$ cat src/ocd_pkg.sv
package ocd_pkg;
    localparam int WORD_BITS = 16;
    localparam int CHANNELS = 8;
    localparam int CODE_BITS = 8;
    localparam int OPCODE_MSB = 15;
    localparam int OPCODE_LSB = 12;
    localparam int CHSEL_MSB = 14;
    localparam int CHSEL_LSB = 12;
    localparam int DATA_MSB = 11;
    localparam int DATA_LSB = 4;
    localparam int MASK_MSB = 7;
    localparam int MASK_LSB = 0;
    localparam int DIRECT_WRITE_BIT = 15;
    localparam logic [3:0] OP_REG_ONLY = 4'h8;
    localparam logic [3:0] OP_WRITE_THRU = 4'h9;
    localparam logic [3:0] OP_UPDATE_SEL = 4'hA;
    localparam logic [3:0] OP_WRITE_A_ALL = 4'hB;
    localparam logic [3:0] OP_BROADCAST = 4'hC;
    localparam int FALL_CNT_BITS = 6;
    localparam logic [5:0] FALL_ABORT_LIMIT = 6'h0F;
    localparam logic [5:0] FALL_MARKER = 6'h0F;
    localparam logic [5:0] FALL_CNT_MAX = 6'h3F;
    localparam int ECHO_TAP = 14;
    localparam logic [7:0] CODE_RESET = 8'h00;
    localparam logic MODE_RESET = 1'b0;
    localparam int SYNC_STAGES = 2;
    localparam int CLK_PERIOD_NS = 100;
    localparam int SCLK_PERIOD_NS = 800;
    localparam int SCLK_HALF_CYC_RAW = SCLK_PERIOD_NS / 2 / CLK_PERIOD_NS;
    localparam int SCLK_HALF_CYC = (SCLK_HALF_CYC_RAW < 1) ? 1 : SCLK_HALF_CYC_RAW;
    localparam int SYNC_HIGH_MIN_NS = 15;
    localparam int SYNC_HIGH_CYC = (SYNC_HIGH_MIN_NS + CLK_PERIOD_NS - 1) / CLK_PERIOD_NS;
    localparam int SYNC_GAP_CYC = SYNC_HIGH_CYC + 2 * SCLK_HALF_CYC;
    localparam int SCLK_MAX_SINGLE_MHZ = 40;
    localparam int SCLK_MAX_CHAIN_MHZ = 30;
endpackage

$ cat src/ocd_link_if.sv
interface ocd_link_if;
    logic sclk;
    logic sync_n;
    logic din;
    logic dout;

    modport dev (
        input sclk,
        input sync_n,
        input din,
        output dout
    );

    modport host (
        output sclk,
        output sync_n,
        output din
    );
endinterface

$ cat src/ocd_device.sv
// Contract
// - Frame is sixteen falling clocks, select low
// - Select low starts frame, falls shift data
// - Host avoids lowering select on falling edge
// - Last bit on 16th fall, execute on rise
// - Single device: rise between 16th, 17th fall
// - Rise before 15th fall aborts, nothing changes
// - Select low past 17th fall forwards data
// - Select stays high minimum time between frames
// - Idle data low, select high between frames
// - Chain of n needs n times sixteen falls
// - Clock at most 40 MHz, chained 30 MHz
// - Chain out low 14, high 15th, then data
// - All chained devices execute on shared rise
// - Eight channels, 8-bit straight binary code
// - Mode decides immediate or deferred output update
// - Register-only, write-through, plus mode-free commands
// - Opcode decoded from word bits 15 to 12
// - 1001 write-through, 1000 register-only, persistent
// - Bit 15 clear writes selected channel register
// - 1010 update mask, 1011 write A, 1100 broadcast
// - Reset clears registers and outputs to zero
module ocd_device (
    input wire logic clk,
    input wire logic nrst,
    ocd_link_if.dev link,
    output logic [ocd_pkg::CHANNELS*ocd_pkg::CODE_BITS-1:0] out_code,
    output logic [ocd_pkg::CHANNELS*ocd_pkg::CODE_BITS-1:0] reg_code,
    output logic write_through_mode,
    output logic frame_exec,
    output logic frame_abort,
    output logic [ocd_pkg::WORD_BITS-1:0] last_word
);
    localparam int CB = ocd_pkg::CODE_BITS;
    localparam int WB = ocd_pkg::WORD_BITS;

    logic [2:0] pins_s;
    logic sclk_s;
    logic sync_n_s;
    logic din_s;
    logic sclk_prev_reg;
    logic sync_n_prev_reg;
    logic fall;
    logic sync_rise;
    logic exec;
    logic [WB-1:0] shift_reg;
    logic [ocd_pkg::FALL_CNT_BITS-1:0] fall_cnt_reg;
    logic [ocd_pkg::FALL_CNT_BITS-1:0] fall_num;
    logic dout_reg;
    logic mode_reg;
    logic [3:0] opcode_field;
    logic [CB-1:0] data_field;

    // Link pins come from the host's clock; the link clock is sampled, not used as a clock
    // Idle-high pins pass inverted so a cleared synchroniser reads idle, no false edge
    ocd_sync #(
        .WIDTH(3)
    ) u_sync (
        .clk(clk),
        .nrst(nrst),
        .d({~link.sclk, ~link.sync_n, link.din}),
        .q(pins_s)
    );

    assign sclk_s = ~pins_s[2];
    assign sync_n_s = ~pins_s[1];
    assign din_s = pins_s[0];

    always_ff @(posedge clk or negedge nrst) begin
        if (!nrst) begin
            sclk_prev_reg <= 1'b1;
            sync_n_prev_reg <= 1'b1;
        end else begin
            sclk_prev_reg <= sclk_s;
            sync_n_prev_reg <= sync_n_s;
        end
    end

    // Falls only count while select is low
    assign fall = sclk_prev_reg && !sclk_s && !sync_n_s;
    assign sync_rise = !sync_n_prev_reg && sync_n_s;
    assign fall_num = fall_cnt_reg + 6'h01;

    // Shorter frames are dropped whole
    assign exec = sync_rise && (fall_cnt_reg >= ocd_pkg::FALL_ABORT_LIMIT);

    // Input register, most significant bit arrives first
    always_ff @(posedge clk or negedge nrst) begin
        if (!nrst) begin
            shift_reg <= '0;
        end else if (fall) begin
            shift_reg <= {shift_reg[WB-2:0], din_s};
        end
    end

    // Counter saturates so long chain frames cannot wrap back into the marker
    always_ff @(posedge clk or negedge nrst) begin
        if (!nrst) begin
            fall_cnt_reg <= '0;
        end else if (sync_n_s) begin
            fall_cnt_reg <= '0;
        end else if (fall && fall_cnt_reg != ocd_pkg::FALL_CNT_MAX) begin
            fall_cnt_reg <= fall_num;
        end
    end

    // Chain output: zeros, marker, then the word delayed by one frame
    always_ff @(posedge clk or negedge nrst) begin
        if (!nrst) begin
            dout_reg <= 1'b0;
        end else if (sync_n_s) begin
            dout_reg <= 1'b0;
        end else if (fall) begin
            // Old count compared: the next count wraps once the counter saturates
            if (fall_cnt_reg < ocd_pkg::FALL_MARKER - 6'h01) begin
                dout_reg <= 1'b0;
            end else if (fall_cnt_reg == ocd_pkg::FALL_MARKER - 6'h01) begin
                dout_reg <= 1'b1;
            end else begin
                // Bit taken fifteen falls ago plus this flop makes sixteen stages
                dout_reg <= shift_reg[ocd_pkg::ECHO_TAP];
            end
        end
    end

    assign link.dout = dout_reg;

    assign opcode_field = shift_reg[ocd_pkg::OPCODE_MSB:ocd_pkg::OPCODE_LSB];
    assign data_field = shift_reg[ocd_pkg::DATA_MSB:ocd_pkg::DATA_LSB];

    function automatic logic reg_hit(
        input logic [WB-1:0] w,
        input logic [2:0] ch
    );
        logic [3:0] op;
        logic direct;
        op = w[ocd_pkg::OPCODE_MSB:ocd_pkg::OPCODE_LSB];
        direct = !w[ocd_pkg::DIRECT_WRITE_BIT];
        reg_hit = (direct && w[ocd_pkg::CHSEL_MSB:ocd_pkg::CHSEL_LSB] == ch)
            || (op == ocd_pkg::OP_WRITE_A_ALL && ch == 3'h0)
            || (op == ocd_pkg::OP_BROADCAST);
    endfunction

    function automatic logic out_hit(
        input logic [WB-1:0] w,
        input logic [2:0] ch,
        input logic wt
    );
        logic [3:0] op;
        logic direct;
        logic [ocd_pkg::MASK_MSB:ocd_pkg::MASK_LSB] mask;
        op = w[ocd_pkg::OPCODE_MSB:ocd_pkg::OPCODE_LSB];
        direct = !w[ocd_pkg::DIRECT_WRITE_BIT];
        mask = w[ocd_pkg::MASK_MSB:ocd_pkg::MASK_LSB];
        out_hit = (direct && wt && w[ocd_pkg::CHSEL_MSB:ocd_pkg::CHSEL_LSB] == ch)
            || (op == ocd_pkg::OP_UPDATE_SEL && mask[ch])
            || (op == ocd_pkg::OP_WRITE_A_ALL)
            || (op == ocd_pkg::OP_BROADCAST);
    endfunction

    // Mode persists across frames; other opcodes leave it alone
    always_ff @(posedge clk or negedge nrst) begin
        if (!nrst) begin
            mode_reg <= ocd_pkg::MODE_RESET;
        end else if (exec && opcode_field == ocd_pkg::OP_WRITE_THRU) begin
            mode_reg <= 1'b1;
        end else if (exec && opcode_field == ocd_pkg::OP_REG_ONLY) begin
            mode_reg <= 1'b0;
        end
    end

    assign write_through_mode = mode_reg;

    // Each channel: data register and the code driving its converter
    genvar g;
    generate
        for (g = 0; g < ocd_pkg::CHANNELS; g++) begin : g_chan
            logic [CB-1:0] data_reg;
            logic [CB-1:0] level_reg;
            logic wr;

            assign wr = reg_hit(shift_reg, 3'(g));

            // Everything acts on the one shared select rise
            always_ff @(posedge clk or negedge nrst) begin
                if (!nrst) begin
                    data_reg <= ocd_pkg::CODE_RESET;
                end else if (exec && wr) begin
                    data_reg <= data_field;
                end
            end

            always_ff @(posedge clk or negedge nrst) begin
                if (!nrst) begin
                    level_reg <= ocd_pkg::CODE_RESET;
                end else if (exec && out_hit(shift_reg, 3'(g), mode_reg)) begin
                    // New data bypasses the register so both change together
                    level_reg <= wr ? data_field : data_reg;
                end
            end

            assign reg_code[g*CB +: CB] = data_reg;
            assign out_code[g*CB +: CB] = level_reg;
        end
    endgenerate

    always_ff @(posedge clk or negedge nrst) begin
        if (!nrst) begin
            frame_exec <= 1'b0;
            frame_abort <= 1'b0;
        end else begin
            frame_exec <= exec;
            frame_abort <= sync_rise && !exec;
        end
    end

    always_ff @(posedge clk or negedge nrst) begin
        if (!nrst) begin
            last_word <= '0;
        end else if (exec) begin
            last_word <= shift_reg;
        end
    end
endmodule

$ cat src/ocd_sync.sv
module ocd_sync #(
    parameter int WIDTH = 1
) (
    input wire logic clk,
    input wire logic nrst,
    input wire logic [WIDTH-1:0] d,
    output logic [WIDTH-1:0] q
);
    logic [WIDTH-1:0] meta_reg;

    initial begin
        if (WIDTH < 1) $error("ocd_sync: WIDTH must be at least 1");
    end

    // Meta stage feeds only the second stage
    always_ff @(posedge clk or negedge nrst) begin
        if (!nrst) begin
            meta_reg <= '0;
            q <= '0;
        end else begin
            meta_reg <= d;
            q <= meta_reg;
        end
    end
endmodule

$ cat src/flat_wrapper.sv
// flat-port wrapper written by rule: the top's interface ports become plain ports
module ocd_device_flat 
  (clk, nrst, out_code, reg_code, write_through_mode, frame_exec, frame_abort, last_word, link_sclk, link_sync_n, link_din, link_dout);
  ocd_link_if link_i ();
  input wire logic clk;
  input wire logic nrst;
  output logic [ocd_pkg::CHANNELS*ocd_pkg::CODE_BITS-1:0] out_code;
  output logic [ocd_pkg::CHANNELS*ocd_pkg::CODE_BITS-1:0] reg_code;
  output logic write_through_mode;
  output logic frame_exec;
  output logic frame_abort;
  output logic [ocd_pkg::WORD_BITS-1:0] last_word;
  input wire logic [$bits(link_i.sclk)-1:0] link_sclk;
  input wire logic [$bits(link_i.sync_n)-1:0] link_sync_n;
  input wire logic [$bits(link_i.din)-1:0] link_din;
  output wire logic [$bits(link_i.dout)-1:0] link_dout;
  assign link_i.sclk = link_sclk;
  assign link_i.sync_n = link_sync_n;
  assign link_i.din = link_din;
  assign link_dout = link_i.dout;
  ocd_device u_core (.clk(clk), .nrst(nrst), .link(link_i), .out_code(out_code), .reg_code(reg_code), .write_through_mode(write_through_mode), .frame_exec(frame_exec), .frame_abort(frame_abort), .last_word(last_word));
endmodule
$ cat config.mk
export PLATFORM = sky130hd
export DESIGN_NAME = ocd_device_flat
export DESIGN_NICKNAME = d
export VERILOG_FILES = /design/src/ocd_pkg.sv /design/src/ocd_link_if.sv /design/src/ocd_device.sv /design/src/ocd_sync.sv /design/src/flat_wrapper.sv
export SDC_FILE = /design/constraint.sdc
export NUM_CORES = 1
export LEC_CHECK = 0
export BUFFER_PORTS_ARGS = -buffer_cell sky130_fd_sc_hd__buf_2
export CAP_MARGIN = 10
export CORE_MARGIN = 5
export CORE_UTILIZATION = 56
export CTS_CLUSTER_DIAMETER = 200
export DETAILED_ROUTE_END_ITERATION = 10
export PLACE_DENSITY = 0.81
export SYNTH_ARGS = -nofsm -noshare
export SYNTH_HDL_FRONTEND = slang
export SYNTH_SLANG_ARGS = --single-unit
$ cat constraint.sdc
create_clock -name clk -period 2.1 [get_ports clk]
set_input_delay 0.105 -clock clk [delete_from_list [all_inputs] [get_ports clk]]
set_output_delay 0.105 -clock clk [all_outputs]
set_load 0.03 [all_outputs]
==> reports/metrics.yaml, run 1 <==
sta:
  slew_viol_final: 0
  slew_headroom_pct: 40.1
  finClkSkew_ns: 0.00965
  setup_viol: 0
  fin_crit_sh_pct: 93.7
  hold_viol: 0
  clock.fmax_mhz: 508
  post-route-min-period_ns: 1.97
  worst_pin_slew_ns: 0.898
  rsz0062_at_grt: "yes"
clock_network:
  cts_made_buffers: 17
  worstSkewPairLatency_ns: 0.43
  h-tree-depth: 4
  root_buffer: "clkbuf_16"
  clk_pin_slew_worst_paths_ns: 0.06
  cts_num_sinks: 178
  cts.path.max_buffers: 2
  cts_tree: "yes"
worst_setup_path:
  reg2reg_slack_ns: 0.13
  r2r_cells: 8
  r2r-start: "u_core.fall_cnt_reg[0]"
  crit_path_end_kind: "flip-flop"
  critical-path-max-stage-delay_ns: 0.41
  worstPathCellList: "ha_1 -> nand3_1 -> nand2_1 -> nand2_4 -> inv_2 -> o21ai_1 -> a2111oi_0 -> a21o_1"
  cp_top_family: "compound AO/OA/AOI/OAI gates"
  cp.arrival_ns: 2.34
  crit_fanout: 13
  critPathLaunchType: "flip-flop"
  critPathKind: "flip-flop to flip-flop"
  path_buf_inv: 1
  cp_data_required_time_ns: 2.47
  r2r_end: "u_core.g_chan[3].level_reg[3]"
  critPathSlowestCell: "a2111oi_0"
yosys:
  synthAdderAreaFrac_pct: 0.432
  synth.area.mux_share_pct: 19.6
  synth_nets: 716
  synthFlopType: "dfrtp_1"
  netlist_area_um2: 8100
  synth_commonest_cells: "176 x dfrtp_1, 112 x mux2_2, 99 x nand2_1"
  synth_edf_count: 0
  ys_seq_elements: 178
  synthCells: 709
  synthDistinctLibCells: 57
  synthArstFlopShare_pct: 100
  avgSynthCellArea_um2: 11.4
  synth.most_common_cell: "dfrtp_1"
  yosys.area_share.simple_pct: 9.16
  yosysTopAreaCellShare_pct: 54.4
  yosys.area.top_type: "dfrtp_1"
  synth_top_family_by_area: "multiplexers"
  synthXorXnorAreaFrac_pct: 0.216
  synth-compound-area-share_pct: 12.5
  yosysSeqAreaShare_pct: 55.0
  synth_warnings: 0
  yosys-top-cells-area: "dfrtp_1 54%, mux2_2 16%, nand2_1 4.6%, mux2i_1 3.6%, o22ai_1 3.0%"
finish:
  regArea_um2: 4460
  final_util_pct: 69.6
  n_antenna_cell: 0
  multi_input_area_um2: 3420
  syn_to_final_growth_pct: 23.4
  fill_cells: 1043
  finalNetCount: 889
  fin_area_um2: 10000
  layout.cells.non_filler: 1079
  layout-drive-gt1-share_pct: 41.2
routing:
  viasPerCell: 5.86
  vias: 6325
  drtIter0Drc: 453
  drcViolationCount: 0
  wl_um: 20400
  avgRoutedWirePerCell_um: 18.9
  dr.pass1.iters: 5
  ant_nets: 0
floorplan:
  die_y_um: 130
  dieArea_um2: 17000
  pin_count: 153
  initial_core_util_pct: 56.4
  rows: 44
  core_um2: 14400
  die_x_um: 130
grt:
  grt_max_degree: 77
  antenna_found_initial: 0
  grt_pass1_vias: 6023
  overflow: 0
  grt.total_usage_pct: 24.5
  grt_pass1_wl_um: 32300
placement:
  hpwlAfterDp_um: 14100
  placed_cell_area_um2: 9300
  numPortBuffers: 152
  dp_cells: 1042
  gp_congestion: 0.905
min_path:
  min_path_type: "input port to asynchronous set/reset pin"
pwr:
  power_leakage_nw: 5.30
  power_density_nw_per_um2: 763
  vdd_drop_max_v: 0.000529
status:
  status: "finished, final reports clean"
flow_run:
  maxCapViolCount: 0
## layout by cell type, fill, tap and decap left out, types with 5 or more instances in the layout
| master | n |
|---|---|
| clkbuf_16 | 17 |
| a21oi_1 | 27 |
| nor2_1 | 18 |
| o221ai_1 | 7 |
| buf_4 | 42 |
| o21ai_1 | 7 |
| mux2_2 | 112 |
| nand2_1 | 98 |
| nand3_1 | 9 |
| o22ai_1 | 39 |
| inv_1 | 7 |
| nor3_1 | 9 |
| buf_2 | 151 |
| o22a_1 | 8 |
| o21ai_0 | 46 |
| mux2i_1 | 29 |
| dfrtp_1 | 174 |
| buf_12 | 5 |
| nand3b_1 | 5 |
## layer usage
| metal | global-route usage [%] | part of all wire (%) | wire [µm] | vias to the layer above |
|---|---|---|---|---|
| met4 | 7.21 | 1.9 | 396 | 0 |
| li1 | - | - | - | 2899 |
| met1 | 33.8 | 44 | 8910 | 3131 |
| met5 | 0 | 0 | 0 | - |
| met3 | 7.37 | 8.2 | 1670 | 40 |
| met2 | 37.7 | 46 | 9450 | 255 |
## power by group
group          total, W  internal [W]  switching (W)
clock           0.00328       0.00200        0.00128
combinational  0.000649      0.000249       0.000400
sequential      0.00370       0.00351       0.000185
## layout make-up
| type | count | share of cell area (%) |
|---|---|---|
| Timing Repair Buffer | 204 | 12.3 |
| Sequential cell | 178 | 44.6 |
| Clock inverter | 8 | 1.24 |
| Multi-Input combinational cell | 472 | 34.3 |
| Tap cell | 184 | 2.30 |
| Clock buffer | 24 | 4.92 |
| Inverter | 9 | 0.338 |
## through the flow
step                      hold slack, ns  total power [W]  setup WS [ns]  setup TNS, ns
after floorplan                   -0.191          0.00401          0.192              0
after global placement            0.0216          0.00438          0.134              0
after detailed placement          0.0220          0.00440         0.0847              0
after CTS                          0.136          0.00767         0.0612              0
after global routing               0.168          0.00788        -0.0313        -0.0313
final                              0.134          0.00763          0.132              0
## cells by family after synthesis
| family | after synthesis |
|---|---|
| DFF | 178 |
| and+or+nand+nor | 163 |
| AOI/OAI and AO/OA | 160 |
| muxes | 144 |
| buffers and inverters | 59 |
| adders and majority gates | 3 |
| xor gates and xnor gates | 2 |
## worst max-delay path by stage
stage	start	endpoint	slack (ns)	cells past startpoint
3_3_place_gp	u_core.shift_reg[13]	u_core.g_chan[0].data_reg[6]	0.13	6
2_1_floorplan	u_core.fall_cnt_reg[0]	u_core.g_chan[1].level_reg[0]	0.19	8
4_1_cts	u_core.fall_cnt_reg[0]	u_core.g_chan[4].data_reg[5]	0.06	7
5_1_grt	u_core.fall_cnt_reg[1]	u_core.g_chan[3].level_reg[3]	-0.03	8
6_report	u_core.fall_cnt_reg[0]	u_core.g_chan[3].level_reg[3]	0.13	8
3_5_place_dp	u_core.fall_cnt_reg[0]	u_core.g_chan[4].data_reg[2]	0.08	7
## what timing repair did
item,in CTS,in global routing
setup buffers,0,1
hold buffers,4,0
resized for setup,0,9
endpoints found under the setup margin,0,30
hold endpoints to repair,161,0
(Power assumes the default switching activity.)
==> inputs of run 2 (changes only) <==
Settings changed: REMOVE_ABC_BUFFERS from default to 1.
==> run 2 against run 1 <==
Die area did not move. Sequential share of layout area shrank 0.40 points. Largest cell class unchanged. Clock skew is 0.0012 ns lower. Highest routed layer unchanged. Via count is 0.58% lower. Combinational power increased by 12%. First-iteration DRC count is 8.8% lower. Core utilization grew 0.59 points. Global-route usage increased by 0.55 points. Flip-flop and latch count did not move.
==> reports/metrics.yaml, run 2 (synthesis results as in run 1) <==
sta:
  worst_slack_ns: 0.0900  # -0.0418 ns
  tns_ns: 0  # unchanged
  post-route-min-period_ns: 2.01  # +0.0418 ns
  worst_pin_slew_ns: 0.785  # -0.113 ns
  fin_crit_sh_pct: 95.7  # +2.0 points
  finClkSkew_ns: 0.00843  # -0.00122 ns
  slew_viol_final: 0  # unchanged
  rsz0062_at_grt: "yes"
  holdWs_ns: 0.268  # +0.134 ns
  slew_headroom_pct: 47.6  # +7.5 points
  hold_viol: 0  # unchanged
  setup_viol: 0  # unchanged
  clock.fmax_mhz: 498  # -2.1%
floorplan:
  pin_count: 153  # unchanged
  initial_core_util_pct: 56.4  # unchanged
  core_um2: 14400  # unchanged
  die_y_um: 130  # unchanged
  rows: 44  # unchanged
  die_x_um: 130  # unchanged
  dieArea_um2: 17000  # unchanged
routing:
  drcViolationCount: 0  # unchanged
  ant_nets: 0  # unchanged
  vias: 6288  # -0.58%
  drtIter0Drc: 413  # -8.8%
  dr.pass1.iters: 6  # +1
  viasPerCell: 5.80  # -1.1%
  wl_um: 20900  # +2.6%
  avgRoutedWirePerCell_um: 19.3  # +2.0%
clock_network:
  h-tree-depth: 4  # unchanged
  cts_tree: "yes"
  cts_num_sinks: 178  # unchanged
  worstSkewPairLatency_ns: 0.43  # about the same
  clk_pin_slew_worst_paths_ns: 0.06  # about the same
  cts_made_buffers: 17  # unchanged
  root_buffer: "clkbuf_16"
  cts.path.max_buffers: 2  # unchanged
placement:
  place_ws_ns: -0.0386  # -0.123 ns
  hpwlAfterDp_um: 14100  # +0.41%
  gp_congestion: 0.910  # +0.56%
  numPortBuffers: 152  # unchanged
pwr:
  power_density_nw_per_um2: 780  # +2.2%
  sequentialPowerShare_pct: 46.1  # -2.4 points
  comb_power_share_pct: 9.3  # +0.8 points
  p_int_w: 0.00596  # +3.5%
  clkPwrFrac_pct: 44.6  # +1.6 points
  p_sw_share_pct: 24.2  # -0.28 points
  vdd_drop_max_v: 0.000549  # +3.8%
  p_sw_w: 0.00190  # +1.9%
  power.total_w: 0.00787  # +3.1%
  power_leakage_nw: 5.35  # +1.1%
worst_setup_path:
  crit_fanout: 8  # -5
  critPathKind: "flip-flop to flip-flop"
  cp_data_required_time_ns: 2.41  # -0.06 ns
  crit_path_end_kind: "flip-flop"
  cp.arrival_ns: 2.32  # -0.02 ns
  critPathLaunchType: "flip-flop"
grt:
  grt_max_degree: 68  # -12%
  antenna_found_initial: 0  # unchanged
  grt_pass1_wl_um: 32700  # +1.2%
  grt_pass1_vias: 6087  # +1.1%
  grt.total_usage_pct: 25.0  # +0.55 points
  overflow: 0  # unchanged
finish:
  layout-drive-gt1-share_pct: 41.8  # +0.61 points
  syn_to_final_growth_pct: 24.4
  finalNetCount: 895  # +0.67%
  final_util_pct: 70.2  # +0.59 points
  final_cell_mix: "176 x dfrtp_1, 151 x buf_2, 112 x mux2_2, 99 x nand2_1, 48 x buf_4"
  final_common_cell: "dfrtp_1"
  n_antenna_cell: 0  # unchanged
flow_run:
  maxCapViolCount: 0  # unchanged
min_path:
  min_path_type: "input port to asynchronous set/reset pin"
status:
  status: "finished, final reports clean"
run 2: critical path: stages (launching register included):
cell and delay, ns:
dfrtp_1 0.45, buf_4 0.18, nor2_2 0.19, maj3_2 0.26, o21ai_2 0.16, nor2_4 0.28
mux2_2 0.38
run 2: power by group through the flow:
stage	Clock (W)	Sequential, W	Combinational, W
after floorplan	0	0.00377	0.000179
after global placement	0	0.00368	0.000699
after detailed placement	0	0.00368	0.000715
after CTS	0.00354	0.00362	0.000726
after global routing	0.00371	0.00363	0.000771
final	0.00351	0.00362	0.000730
run 2: repair_timing:
action / CTS / global route
pin swaps: 0 / 4
hold endpoints to repair: 64 / 0
gates cloned: 0 / 0
resized for setup: 3 / 9
setup endpoints to repair: 11 / 51
buffers inserted: 0 / 3
hold buffers: 4 / 0
run 2: cell type report:
| type | count | area, µm² |
|---|---|---|
| clock buffers | 23 | 478 |
| inverters | 9 | 33.8 |
| multi-input cells | 472 | 3430 |
| well taps | 184 | 230 |
| flip-flops and latches | 178 | 4460 |
| repair buffers | 210 | 1280 |
| fillers | 1038 | 4290 |
| clock inverters | 9 | 176 |
run 2: per-layer routing:
| metal | share of wire [%] | global-route usage, % | routed length [µm] |
|---|---|---|---|
| met2 | 49 | 40.0 | 10200 |
| met5 | 0 | 0 | 0 |
| met1 | 42 | 33.7 | 8850 |
| met3 | 6.9 | 5.65 | 1440 |
| met4 | 2.2 | 9.29 | 462 |
run 2: path summary, 6_finish.rpt:
check                                                 to  slack [ns]                       from  cells after the start
max                         u_core.g_chan[0].data_reg[2]        0.09       u_core.shift_reg[13]                      6
min                        u_core.g_chan[0].level_reg[6]        0.27                       nrst                      2
max reg2reg                 u_core.g_chan[0].data_reg[2]        0.09       u_core.shift_reg[13]                      6
min reg2reg                           u_core.u_sync.q[1]        0.35  u_core.u_sync.meta_reg[1]                      0
max in group asynchronous           u_core.sclk_prev_reg        1.09                       nrst                      3
min in group clk               u_core.u_sync.meta_reg[0]        0.34                   link_din                      2
run 2: through the flow:
step                area (µm²)  std cells
floorplan                 7880        659
global placement          9310       1046
detailed placement        9310       1046
CTS                      10000       1082
global route             10100       1085
finish                   10100       1085
==> inputs of run 3 (changes only) <==
Settings changed: GPL_TIMING_DRIVEN from default to 0.
==> run 3 against run 2 <==
The flow now finishes with violations (setup timing). Routed wire length shrank 0.67%. Worst hold slack worse by 0.081 ns. Power shrank 5.2%. Clock power is 8.5% lower. Sequential share of layout area up 0.60 points. Global-route usage down 0.69 points. Combinational power shrank 59%. Sequential power is 8.8% higher. Die area unchanged. Critical path depth unchanged.
==> reports/metrics.yaml, run 3 (synthesis results as in run 1) <==
finish:
  fill_cells: 1038  # unchanged
  finalNetCount: 858  # -4.1%
  n_antenna_cell: 0  # unchanged
  final_common_cell: "dfrtp_1"
  layout-drive-gt1-share_pct: 41.1  # -0.75 points
  layout.cells.non_filler: 1048  # -3.4%
  final_cell_mix: "171 x dfrtp_1, 151 x buf_2, 112 x mux2_2, 98 x nand2_1, 46 x o21ai_0"
  syn_to_final_growth_pct: 23.2
  fin_area_um2: 9980  # -0.97%
floorplan:
  die_y_um: 130  # unchanged
  die_x_um: 130  # unchanged
  rows: 44  # unchanged
  dieArea_um2: 17000  # unchanged
  core_um2: 14400  # unchanged
  pin_count: 153  # unchanged
  initial_core_util_pct: 56.4  # unchanged
worst_setup_path:
  path_buf_inv: 1  # unchanged
  crit_path_end_kind: "flip-flop"
  critPathKind: "flip-flop to flip-flop"
  worstPathCellList: "buf_6 -> nor2_1 -> a211oi_2 -> o22ai_1 -> a21oi_1 -> mux2_2"
  cp.arrival_ns: 2.48  # +0.16 ns
  cp_data_required_time_ns: 2.47  # +0.06 ns
  reg2reg_slack_ns: -0.006  # -0.10 ns
  critPathLaunchType: "flip-flop"
  crit_fanout: 15  # +7
  cp_top_family: "compound AO/OA/AOI/OAI gates"
  critical-path-max-stage-delay_ns: 0.58  # +0.13 ns
  critPathSlowestCell: "dfrtp_4"
sta:
  post-route-min-period_ns: 2.11  # +0.0962 ns
  tns_ns: -0.00619  # -0.00619 ns
  worst_pin_slew_ns: 1.08  # +0.292 ns
  setup_viol: 1  # +1
  finClkSkew_ns: 0.0124  # +0.00395 ns
  clock.fmax_mhz: 475  # -4.6%
  worst_slack_ns: -0.00619  # -0.0962 ns
  rsz0062_at_grt: "yes"
  hold_viol: 0  # unchanged
  slew_headroom_pct: 28.2  # -19 points
  fin_crit_sh_pct: 100  # +4.6 points
  holdWs_ns: 0.187  # -0.0810 ns
  slew_viol_final: 0  # unchanged
status:
  violations: "setup timing"
  status: "complete, but fails checks"
grt:
  grt_max_degree: 122  # +79%
  grt_pass1_wl_um: 31700  # -2.8%
  grt.total_usage_pct: 24.3  # -0.69 points
  overflow: 0  # unchanged
  antenna_found_initial: 0  # unchanged
  grt_pass1_vias: 5847  # -3.9%
placement:
  numPortBuffers: 152  # unchanged
  dp_cells: 996  # -4.8%
  placed_cell_area_um2: 8910  # -4.3%
  gp_congestion: 0.788  # -13%
  hpwlAfterDp_um: 12400  # -12%
routing:
  wl_um: 20800  # -0.67%
  drtIter0Drc: 397  # -3.9%
  vias: 6204  # -1.3%
  avgRoutedWirePerCell_um: 19.9  # +2.8%
  drcViolationCount: 0  # unchanged
  viasPerCell: 5.92  # +2.1%
  ant_nets: 0  # unchanged
  dr.pass1.iters: 4  # -2
min_path:
  min_path_type: "input port to asynchronous set/reset pin"
clock_network:
  clk_pin_slew_worst_paths_ns: 0.06  # about the same
  cts_num_sinks: 178  # unchanged
  h-tree-depth: 4  # unchanged
  worstSkewPairLatency_ns: 0.43  # about the same
  cts_tree: "yes"
  cts_made_buffers: 17  # unchanged
  root_buffer: "clkbuf_16"
  cts.path.max_buffers: 2  # unchanged
flow_run:
  maxCapViolCount: 0  # unchanged
pwr:
  vdd_drop_max_v: 0.000602  # +9.6%
  power_leakage_nw: 5.17  # -3.5%
  power_density_nw_per_um2: 747  # -4.3%
  power.total_w: 0.00745  # -5.2%
-- run 3: layout make-up --
type | count | area (µm²) | share of cell area [%]
Sequential cell | 178 | 4470 | 44.8
Clock inverter | 11 | 135 | 1.35
Timing Repair Buffer | 171 | 1030 | 10.3
Clock buffer | 21 | 460 | 4.61
Multi-Input combinational cell | 474 | 3590 | 36.0
Inverter | 9 | 62.6 | 0.627
Tap cell | 184 | 230 | 2.31
-- run 3: worst reg2reg max path, delay by kind of cell, from the launching register on --
kind,cells,cell delay [ns]
DFF,1,0.58
and+or+nand+nor,1,0.08
buffers and inverters,1,0.23
AOI/OAI and AO/OA,3,1.00
muxes,1,0.17
-- run 3: timing repair --
action	CTS	global route
hold buffers	4	0
setup endpoints to repair	130	88
hold endpoints to repair	60	0
pin swaps	3	2
buffers inserted	6	8
gates resized for setup	36	15
cloned	0	2
-- run 3: metal layers --
| metal | routed length [µm] | track usage, % | share of wire (%) |
|---|---|---|---|
| met5 | 0 | 0 | 0 |
| met4 | 508 | 9.54 | 2.4 |
| met3 | 1550 | 5.69 | 7.5 |
| met2 | 10100 | 38.1 | 48 |
| met1 | 8690 | 33.1 | 42 |
-- run 3: power by group --
part | switching, W | leakage, nW | total (W) | internal [W]
clock network | 0.00129 | 0.292 | 0.00321 | 0.00192
registers | 0.000431 | 2.44 | 0.00394 | 0.00351
logic | 0.000150 | 2.43 | 0.000300 | 0.000150
total | 0.00187 | 5.17 | 0.00745 | 0.00558
-- run 3: worst paths after layout --
path                            cells past startpoint                       from                            end
worst max-delay path                                6       u_core.shift_reg[14]  u_core.g_chan[1].level_reg[4]
worst min-delay path                                2                       nrst  u_core.g_chan[0].level_reg[7]
worst max register to register                      6       u_core.shift_reg[14]  u_core.g_chan[1].level_reg[4]
worst min register to register                      0  u_core.u_sync.meta_reg[2]             u_core.u_sync.q[2]
max in group asynchronous                           3                       nrst           u_core.shift_reg[13]
min in group clk                                    0  u_core.u_sync.meta_reg[2]             u_core.u_sync.q[2]
-- run 3: per-stage QoR --
step	util [%]	worst slack (ns)
2_1_floorplan	-	-0.597
3_3_place_gp	61.8	-1.85
3_5_place_dp	62.0	-1.09
4_1_cts	68.3	-0.0371
5_1_grt	69.5	-0.0330
6_report	69.5	-0.00619
